$ cat src/pkg/sspsc_defs.svh
// constants for the shared sram port and system control block
// assumes inclusion by bare name from core and bench files
`ifndef SSPSC_DEFS_SVH
`define SSPSC_DEFS_SVH
`define SSPSC_REG_PSC 8'h3a
`define SSPSC_REG_CW0 8'h40
`define SSPSC_REG_STAT 8'h48
`define SSPSC_PSC_PATCH 1
`define SSPSC_PSC_INV 3
`define SSPSC_CW_CASC_OFF 2
`define SSPSC_CW_CHECK_OFF 3
`define SSPSC_CW_LOCK 4
`define SSPSC_CW_FLOAT_EN 6
`define SSPSC_CW_CONFIG_CLOCK_PIN_RUN 13
`define SSPSC_CW_GCK_LO 16
`define SSPSC_CW_FCK_LO 24
`define SSPSC_CW_DBG_EN 26
`define SSPSC_CW_TAP_EN 27
`define SSPSC_CW_GSR 30
`define SSPSC_CW_IOFLOAT 31
`define SSPSC_CW_WPROT0 36
`define SSPSC_CW_WPROT1 37
`define SSPSC_CW_FCLK_POL 38
`define SSPSC_CW_SIZE_LO 40
`define SSPSC_CW_PORT_EN 63
`define SSPSC_BLK_W 11
`define SSPSC_PROG_HI_BASE 14'h3800
`define SSPSC_PROG_LO_BASE 14'h3000
`define SSPSC_BLK02 4'h2
`define SSPSC_BLK03 4'h3
`define SSPSC_BLK04 4'h4
`define SSPSC_BLK05 4'h5
`endif

$ cat src/pkg/sspsc_pkg.sv
// types for the shared sram port and system control block
// assumes nothing beyond the defs header
`default_nettype none
package sspsc_pkg;
  typedef enum logic [3:0] {
    SSPSC_MASTER_SERIAL = 4'h1,
    SSPSC_SLAVE_CASCADE = 4'h2,
    SSPSC_TEST_A = 4'h4,
    SSPSC_TEST_B = 4'h8
  } sspsc_mode_e;
  typedef logic [1:0] sspsc_size_t;
endpackage
`default_nettype wire

$ cat src/core/sspsc_core.sv
// shared sram port control, address mapping and boot control word
// assumes a synchronous host register port and download status inputs
`default_nettype none
`include "sspsc_defs.svh"
module sspsc_core #(
  parameter int ADDR_W = 16,
  parameter int NGCK = 8,
  parameter int NFCK = 2
) (
  input wire logic ref_clk,
  input wire logic rst,
  input wire logic [7:0] regAddr,
  input wire logic [7:0] regWdata,
  input wire logic regWr,
  input wire logic regRd,
  output logic [7:0] regRdata,
  input wire logic procInReset,
  input wire logic bootLoad,
  input wire logic [63:0] bootWord,
  input wire logic downloadActive,
  input wire logic downloadStart,
  input wire logic configDonePin,
  input wire logic mode_select_low,
  input wire logic mode_select_high,
  output sspsc_pkg::sspsc_mode_e configMode,
  input wire logic procMemWr,
  input wire logic procMemRd,
  input wire logic [13:0] procDataAddr,
  input wire logic [7:0] procWdata,
  output logic procDataHit,
  input wire logic progFetch,
  input wire logic [13:0] progAddr,
  output logic [ADDR_W-1:0] progLoAddr,
  output logic [ADDR_W-1:0] progHiAddr,
  output logic progHiValid,
  input wire logic [ADDR_W-1:0] fabAddr,
  input wire logic [7:0] fabWdata,
  input wire logic fabWr,
  input wire logic fabClkIn,
  output logic bPortEn,
  output logic [ADDR_W-1:0] bAddr,
  output logic [7:0] bWdata,
  output logic bWr,
  output logic bRdEn,
  output logic bClk,
  output logic aWr,
  output logic aRd,
  output logic [ADDR_W-1:0] aAddr,
  output logic [7:0] aWdata,
  output logic progWriteProtect,
  output logic cascadeSelectUsed,
  output logic checkPinForConfig,
  output logic lockoutAbort,
  output logic initPinAssert,
  output logic donePinRelease,
  input wire logic global_output_float_pin,
  output logic userIoFloat,
  output logic configClockRun,
  input wire logic [NGCK-1:0] global_clock_input,
  input wire logic [NFCK-1:0] fast_clock_input,
  output logic [NGCK+NFCK-1:0] clkBufGated,
  output logic debugChainsEn,
  output logic tapChainsEn,
  output logic globalSetResetHold
);
  import sspsc_pkg::*;

  logic [63:0] boot_loaded_control_word_ff;
  logic [7:0] processor_side_control_ff;
  logic lockWrites_ff;
  logic [7:0] regRdata_ff;
  logic donePrev_ff;
  logic dlHold_ff;
  logic [NGCK+NFCK-1:0] gate_ff;
  logic portEffective;
  logic patchMode;
  logic [ADDR_W-1:0] procDataWide;
  sspsc_size_t dataSize;

  // reserved bits are stored verbatim and only read back through the cw registers
  always_ff @(posedge ref_clk or posedge rst) begin
    if (rst) begin
      boot_loaded_control_word_ff <= 64'h0;
    end else if (bootLoad && !lockWrites_ff) begin
      boot_loaded_control_word_ff <= bootWord;
    end
  end

  // lockout stays until reset, so a later load cannot clear it
  always_ff @(posedge ref_clk or posedge rst) begin
    if (rst) begin
      lockWrites_ff <= 1'b0;
    end else if (!downloadActive && boot_loaded_control_word_ff[`SSPSC_CW_LOCK]) begin
      lockWrites_ff <= 1'b1;
    end
  end

  always_ff @(posedge ref_clk or posedge rst) begin
    if (rst) begin
      processor_side_control_ff <= 8'h0;
    end else if (procInReset) begin
      processor_side_control_ff[`SSPSC_PSC_INV] <= 1'b0;
    end else if (regWr && regAddr == `SSPSC_REG_PSC) begin
      processor_side_control_ff <= regWdata;
    end
  end

  always_ff @(posedge ref_clk or posedge rst) begin
    if (rst) begin
      regRdata_ff <= 8'h0;
    end else if (regRd) begin
      unique case (regAddr)
        `SSPSC_REG_PSC: regRdata_ff <= processor_side_control_ff;
        `SSPSC_REG_STAT: regRdata_ff <= {4'h0, lockWrites_ff, dlHold_ff, portEffective,
                                         patchMode};
        default: begin
          if (regAddr >= `SSPSC_REG_CW0 && regAddr < `SSPSC_REG_CW0 + 8'h08) begin
            regRdata_ff <= boot_loaded_control_word_ff[8*regAddr[2:0] +: 8];
          end else begin
            regRdata_ff <= 8'h0;
          end
        end
      endcase
    end else begin
      regRdata_ff <= 8'h0;
    end
  end
  assign regRdata = regRdata_ff;

  always_comb begin
    unique case ({mode_select_high, mode_select_low})
      2'b00: configMode = SSPSC_MASTER_SERIAL;
      2'b01: configMode = SSPSC_SLAVE_CASCADE;
      2'b10: configMode = SSPSC_TEST_A;
      default: configMode = SSPSC_TEST_B;
    endcase
  end

  assign patchMode = processor_side_control_ff[`SSPSC_PSC_PATCH];
  assign portEffective = boot_loaded_control_word_ff[`SSPSC_CW_PORT_EN]
                         ^ processor_side_control_ff[`SSPSC_PSC_INV];
  // fabric contention in patch mode is left to software to avoid
  assign bPortEn = portEffective && !downloadActive;
  assign bRdEn = bPortEn;

  assign dataSize = boot_loaded_control_word_ff[`SSPSC_CW_SIZE_LO +: 2];
  always_comb begin
    unique case (procDataAddr[13:12])
      2'b00: procDataHit = 1'b1;
      2'b01: procDataHit = dataSize != 2'b00;
      2'b10: procDataHit = dataSize[1];
      default: procDataHit = dataSize == 2'b11;
    endcase
  end

  assign procDataWide = ADDR_W'(procDataAddr);
  // a side and b side run independently, no arbitration here
  assign aWr = procMemWr && procDataHit && !patchMode;
  assign aRd = procMemRd && procDataHit && !patchMode;
  assign aAddr = procDataWide;
  assign aWdata = procWdata;

  // patch mode steers stores and loads onto the b side
  always_comb begin
    if (patchMode) begin
      bAddr = procDataWide;
      bWdata = procWdata;
      bWr = procMemWr;
    end else begin
      bAddr = fabAddr;
      bWdata = fabWdata;
      bWr = fabWr && bPortEn;
    end
  end
  assign progWriteProtect = !patchMode && |{boot_loaded_control_word_ff[`SSPSC_CW_WPROT1],
                            boot_loaded_control_word_ff[`SSPSC_CW_WPROT0]};

  always_comb begin
    progLoAddr = '0;
    progHiAddr = '0;
    progHiValid = 1'b0;
    if (progFetch && progAddr >= `SSPSC_PROG_HI_BASE) begin
      progLoAddr = ADDR_W'({`SSPSC_BLK02, progAddr[`SSPSC_BLK_W-1:0]});
      progHiAddr = ADDR_W'({`SSPSC_BLK03, progAddr[`SSPSC_BLK_W-1:0]});
      progHiValid = 1'b1;
    end else if (progFetch && progAddr >= `SSPSC_PROG_LO_BASE) begin
      progLoAddr = ADDR_W'({`SSPSC_BLK04, progAddr[`SSPSC_BLK_W-1:0]});
      progHiAddr = ADDR_W'({`SSPSC_BLK05, progAddr[`SSPSC_BLK_W-1:0]});
      progHiValid = 1'b1;
    end
  end

  assign bClk = fabClkIn ^ boot_loaded_control_word_ff[`SSPSC_CW_FCLK_POL];

  assign cascadeSelectUsed = downloadActive
                             && !boot_loaded_control_word_ff[`SSPSC_CW_CASC_OFF];
  assign checkPinForConfig = !boot_loaded_control_word_ff[`SSPSC_CW_CHECK_OFF];
  assign lockoutAbort = downloadStart && lockWrites_ff;
  assign initPinAssert = lockoutAbort;
  assign donePinRelease = lockoutAbort;

  always_ff @(posedge ref_clk or posedge rst) begin
    if (rst) begin
      donePrev_ff <= 1'b0;
    end else begin
      donePrev_ff <= configDonePin;
    end
  end

  // hold ends on the done pin rising edge, not on download flag
  always_ff @(posedge ref_clk or posedge rst) begin
    if (rst) begin
      dlHold_ff <= 1'b0;
    end else if (configDonePin && !donePrev_ff) begin
      dlHold_ff <= 1'b0;
    end else if (downloadActive) begin
      dlHold_ff <= 1'b1;
    end
  end
  assign globalSetResetHold = dlHold_ff && boot_loaded_control_word_ff[`SSPSC_CW_GSR];
  assign userIoFloat = (dlHold_ff && boot_loaded_control_word_ff[`SSPSC_CW_IOFLOAT])
                       || (boot_loaded_control_word_ff[`SSPSC_CW_FLOAT_EN]
                           && global_output_float_pin);

  assign configClockRun = downloadActive || (configMode == SSPSC_MASTER_SERIAL
                          && boot_loaded_control_word_ff[`SSPSC_CW_CONFIG_CLOCK_PIN_RUN]);

  // gate bits registered on ref_clk, clock inputs or'd in directly; a true buffer would use each own edge
  always_ff @(posedge ref_clk or posedge rst) begin
    if (rst) begin
      gate_ff <= '0;
    end else begin
      gate_ff <= {boot_loaded_control_word_ff[`SSPSC_CW_FCK_LO +: NFCK],
                  boot_loaded_control_word_ff[`SSPSC_CW_GCK_LO +: NGCK]}
                 & {(NGCK+NFCK){downloadActive}};
    end
  end
  assign clkBufGated = {fast_clock_input, global_clock_input} | gate_ff;

  assign tapChainsEn = boot_loaded_control_word_ff[`SSPSC_CW_TAP_EN];
  assign debugChainsEn = tapChainsEn && boot_loaded_control_word_ff[`SSPSC_CW_DBG_EN]
                         && !boot_loaded_control_word_ff[`SSPSC_CW_LOCK];
endmodule
`default_nettype wire

$ cat config.mk
export PLATFORM = sky130hd
export DESIGN_NAME = sspsc_core
export DESIGN_NICKNAME = d
export VERILOG_FILES = /design/src/pkg/sspsc_pkg.sv /design/src/core/sspsc_core.sv
export VERILOG_INCLUDE_DIRS = /design/src /design/src/pkg
export SDC_FILE = /design/constraint.sdc
export NUM_CORES = 1
export LEC_CHECK = 0
export BUFFER_PORTS_ARGS = -buffer_cell sky130_fd_sc_hd__clkbuf_2
export CAP_MARGIN = 0
export CORE_MARGIN = 5
export CORE_UTILIZATION = 41
export DETAILED_ROUTE_END_ITERATION = 8
export PLACE_DENSITY = 0.76
export SYNTH_ARGS = -nofsm -noshare
export SYNTH_HDL_FRONTEND = slang
export SYNTH_SLANG_ARGS = --single-unit
$ cat constraint.sdc
create_clock -name ref_clk -period 3.7 [get_ports ref_clk]
set_input_delay 1.11 -clock ref_clk [delete_from_list [all_inputs] [get_ports ref_clk]]
set_output_delay 1.11 -clock ref_clk [all_outputs]
set_load 0.02 [all_outputs]
### After elaboration in Yosys (flattened, before gate mapping)

Index checks and enable logic that the tools add are counted.

| storage, ports and cells | value |
|---|---|
| output and inout port bits | 121 |
| logic and storage cells | 82 |
| register bits after elaboration | 93 |
| bits of input ports | 167 |
| memories kept | 0 |
| RAM bits | 0 |
| bits in read-only memories | 0 |
| bits in latches | 0 |

| cells by class | value |
|---|---|
| multipliers | 0 |
| div/mod/pow operators | 0 |
| add/sub/neg operators | 0 |
| order comparisons | 4 |
| shift operators | 1 |
| mux-type cells | 18 |
| bitwise logic cells | 5 |
| equality and inequality tests | 8 |
| reductions and logical operators | 38 |

Operators by type and width:

| kind | number |
|---|---|
| $shiftx A64 B7 Y8 | 1 |
| $mux W14 | 4 |
| $ge A14 B14 Y1 const B | 2 |
| $mux W8 | 3 |
| $logic_and A1 B1 Y1 | 22 |
| $mux W16 | 1 |
| $pmux W8 S2 | 1 |
| $pmux W4 S3 | 1 |
| $and A10 B10 Y10 | 1 |
| $or A10 B10 Y10 | 1 |
| $eq A8 B6 Y1 const B | 1 |
| $eq A8 B7 Y1 const B | 1 |
| $ge A8 B7 Y1 const B | 1 |
| $lt A8 B7 Y1 const B | 1 |
| $logic_not A1 Y1 | 7 |
| $eq A2 B2 Y1 const B | 3 |
| $mux W1 | 6 |
| $reduce_bool A2 Y1 | 3 |
| $eq A2 B1 Y1 const B | 2 |
| $eq A4 B1 Y1 const B | 1 |
| $logic_not A2 Y1 | 2 |
| $mux W4 | 1 |
| $pmux W1 S3 | 1 |
| $logic_or A1 B1 Y1 | 2 |
| 4 further kinds | 5 |

### Longest topological paths before layout

| depth | value |
|---|---|
| depth after elaboration | 5 |
| mapped depth | 5 |
| mapped depth without buffers | 3 |

### Worst setup path before layout

OpenSTA, ideal clock, no wires.

| path | value |
|---|---|
| path kind | in2out |
| start | in progFetch |
| end | out progLoAddr[10] |
| buffers on the path | 2 |
| path slack | 0.431 ns |
| data required time | 2.590 ns |
| arrival | 2.159 ns |
| stages on the path | 4 |
| path through | and3_1 clkbuf_1 and2_1 buf_4 |

| on the way | value |
|---|---|
| cells in the longest elaborated chain, start to end | 3 |
| elaborated cells between the ends (all ways) | 4 |
| those cells by class | 2 x mux; 2 x reduce/logical |

Ends and longest elaborated chain:

| item | line | text |
|---|---|---|
| start, declared | sspsc_core.sv:31 | `input wire logic progFetch,` |
| $logic_and A1 B1 Y1 (no line) | - |  |
| $mux W14 | sspsc_core.sv:186 | `` end else if (progFetch && progAddr >= `SSPSC_PROG_LO_BASE) begin `` |
| $mux W14 (*) | sspsc_core.sv:182 | `` if (progFetch && progAddr >= `SSPSC_PROG_HI_BASE) begin `` |
| end, declared | sspsc_core.sv:33 | `output logic [ADDR_W-1:0] progLoAddr,` |

Mark *: on every way between the ends. The rest lies on a longest branch, timed or not.

### Worst setup path after layout

| path | value |
|---|---|
| start | in downloadActive |
| end | out bWr |

| on the way | value |
|---|---|
| cells in the longest elaborated chain, start to end | 4 |

Ends and longest elaborated chain:

| item | line | text |
|---|---|---|
| start, declared | sspsc_core.sv:20 | `input wire logic downloadActive,` |
| $logic_not A1 Y1 | sspsc_core.sv:143 | `assign bPortEn = portEffective && !downloadActive;` |
| $logic_and A1 B1 Y1 | sspsc_core.sv:143 |  |
| $logic_and A1 B1 Y1 | sspsc_core.sv:172 | `bWr = fabWr && bPortEn;` |
| $mux W1 | sspsc_core.sv:165 | `if (patchMode) begin` |
| end, declared | sspsc_core.sv:43 | `output logic bWr,` |

No other way between the ends.

==> results.txt <==
Reg2Reg Depth = 3
Max-slew headroom = 49.1%
Die Footprint = 14400 um^2
Crit. End Element = primary output
Leading area contributor after synthesis = dfrtp_1
Hold path endpoint = dlHold_ff$_DFFE_PP0P_
Largest net degree at the start of global routing = 62
Initial antenna violation count = 0
XOR/XNOR Fraction of Synth Area = 0.354%
Period Utilization, post-route = 85.5%
CTS tree = done
H-Tree Depth = 3
DIE HEIGHT = 120 um
Total routed wirelength = 14300 um
Iteration count of the initial detailed-routing pass = 4
Hold_sp = donePrev_ff$_DFF_PP0_
CTS Hold Buffers Added = 0
N_diodes = 0
Clk buf depth = 2
Simple-Gate Fraction of Synth Area = 10.6%
Commonest non-fill, non-tap cell in the layout = clkbuf_2
# IOs = 288
First-pass GRT wire length = 21700 um
Via count = 3909
Core Util, Final = 54.0%
Share of cells above drive strength 1 = 65.5%
Vias/cell = 5.02
Postcts setup bufs = 0
Crit-path slowest cell = inv_1
Static Leakage = 3.28 nW
Drt wl/cell = 18.4 um
Syn. warnings = 0
Root buf cell = clkbuf_16
Distinct cell type count after synthesis = 38
Mapped Cells = 393
Final nets = 795
Most frequent cells in the layout = clkbuf_2, mux2_2, dfrtp_1, and2_1
Largest family of logic cells by synthesized area = multiplexers
Worst slew pin tran = 763 ps
DRT antenna net count = 0
Area fraction of the dominant cell type after synthesis = 47.1%
DRT iter0 DRCs = 99
CP arrival = 2050 ps
Max-slew violations = 0
RSZ-0062 raised after global routing = false
Max Fclk = 0.316 GHz
Top post-synthesis cells by area = dfrtp_1, mux2_2, buf_4
Reg2Reg Launch Point = lockWrites_ff$_DFFE_PP0P_
Final setup viols = 0
Starting density of the core = 41.5%
Sequential fraction of the synthesis area = 47.1%
Power per Cell Area = 515 nW/um^2
DRC = 0
Multiplexer area fraction after synthesis = 28.3%
Post-synth EDFFs = 0
Most frequent CP cell = clkbuf_2
Max incr delay on CP = 220 ps
FF-to-FF End = boot_loaded_control_word_ff[41]$_DFFE_PP0P_
Area grow syn2layout = 30.0%
Sinks on the clock net = 93
Cts bufs inserted = 9
Launch point of the worst path = downloadActive
Largest delay contributor family on the critical path = buffers and inverters
Main synth FF type = dfrtp_1
Worst path cell trace = clkbuf_2 -> inv_1 -> nand3_1 -> o21ai_0 -> clkbuf_2
Final std cells w/o fill = 779
Post-DP HPWL = 11700 um
Overall Global Routing Usage = 19.4%
Worst-path fanout max = 12
Synthesized area = 4940 um^2
Inst Count DP = 764
WHS Path Cells = 2
Compound-Gate Fraction of Synth Area = 4.10%
CP Launch Type = input pin
Site Rows = 40
Resized cells post-CTS = 0
CP Buf/Inv Count = 3
Max-cap viol count = 0
Setup TNS = 0 ps
Worst vdd ir = 0.342 mV
Area share of fa/ha/maj cells after synthesis = 0%
Async SR Flop Fraction = 100%
Final Skew = 3.63 ps
GPL Wtd Cong = 0.873
Worst-skew pair later-pin latency = 340 ps
Die W = 120 um
Remaining Overflow, GRT = 0
Critical path class = input pin to primary output
Crit path time final = 3160 ps
CTS clock-pin slew for the worst setup and hold paths = 60 ps
CP required = 2590 ps
Final hold violations = 0
Yosys reg bits = 93
Port bufs = 280
Status = finished, final reports clean
Worst hold path class = flip-flop to flip-flop
Mean post-synth cell area = 12.6 um^2
Core ar. = 11900 um^2
FF-to-FF setup slack = 1820 ps
Vias in the first global route = 4099
logic make-up (layout without fill, tap and decap cells):
| family | count (synthesis) | in the layout |
|---|---|---|
| other | 1 | 7 |
| AOI/OAI and AO/OA | 29 | 29 |
| xor gates and xnor gates | 2 | 2 |
| DFF | 93 | 93 |
| buffers and inverters | 71 | 304 |
| and+or+nand+nor | 85 | 85 |
| muxes | 112 | 112 |
final cells by class:
class,count,area [um^2]
clock buffers,14,254
inverters,5,21.3
flip-flops and latches,93,2330
well taps,147,184
multi-input cells,235,2180
clock inverters,1,7.51
fillers,1042,5480
repair buffers,284,1460
worst max-delay path by stage:
stage	slack (ps)	cells after the start	endpoint
3_3_place_gp	590	5	bWr
3_5_place_dp	520	5	bWr
5_1_grt	460	5	bWr
4_1_cts	520	5	bWr
6_report	540	5	bWr
2_1_floorplan	170	1	boot_loaded_control_word_ff[0]$_DFFE_PP0P_
per-layer routing:
layer  routed length [um]  global-route usage (%)
met1                 5270                    22.2
met2                 7740                    35.7
met3                 1160                    5.09
met4                  172                    5.30
met5                    0                       0
worst min-delay path: cells and delay by family, from the launching register on:
| family | cells | cell delay, ps |
|---|---|---|
| AOI/OAI and AO/OA | 1 | 50 |
| buffers and inverters | 1 | 50 |
| DFF | 1 | 360 |
power by group:
group | switching, W | internal [W]
registers | 0.000188 | 0.00133
logic | 0.000437 | 0.000522
clock network | 0.000357 | 0.000471
Yosys cell counts (6+ instances only):
| master | n |
|---|---|
| and2_1 | 28 |
| buf_2 | 9 |
| buf_4 | 47 |
| dfrtp_1 | 93 |
| mux2_2 | 98 |
| mux4_2 | 6 |
| nand2_1 | 8 |
| nor2_1 | 11 |
| nor2b_1 | 12 |
| o22ai_1 | 7 |
| or2_2 | 10 |
stage by stage:
stage	hold WS, ps	cell area, um^2	power [W]	setup WS (ps)
after CTS	503	6430	0.00334	521
after floorplan	464	4970	0.00218	170
after detailed placement	487	6170	0.00251	520
final	499	6430	0.00331	538
after global routing	515	6430	0.00350	460
after global placement	482	6170	0.00246	586
sequential cells by signal (all words and copies together) (netlist names):
signal / flops
gate_ff: 10
dlHold_ff: 1
donePrev_ff: 1
regRdata: 8
processor_side_control_ff: 8
lockWrites_ff: 1
boot_loaded_control_word_ff: 64
Note: power is estimated with default switching activity, not from simulation.
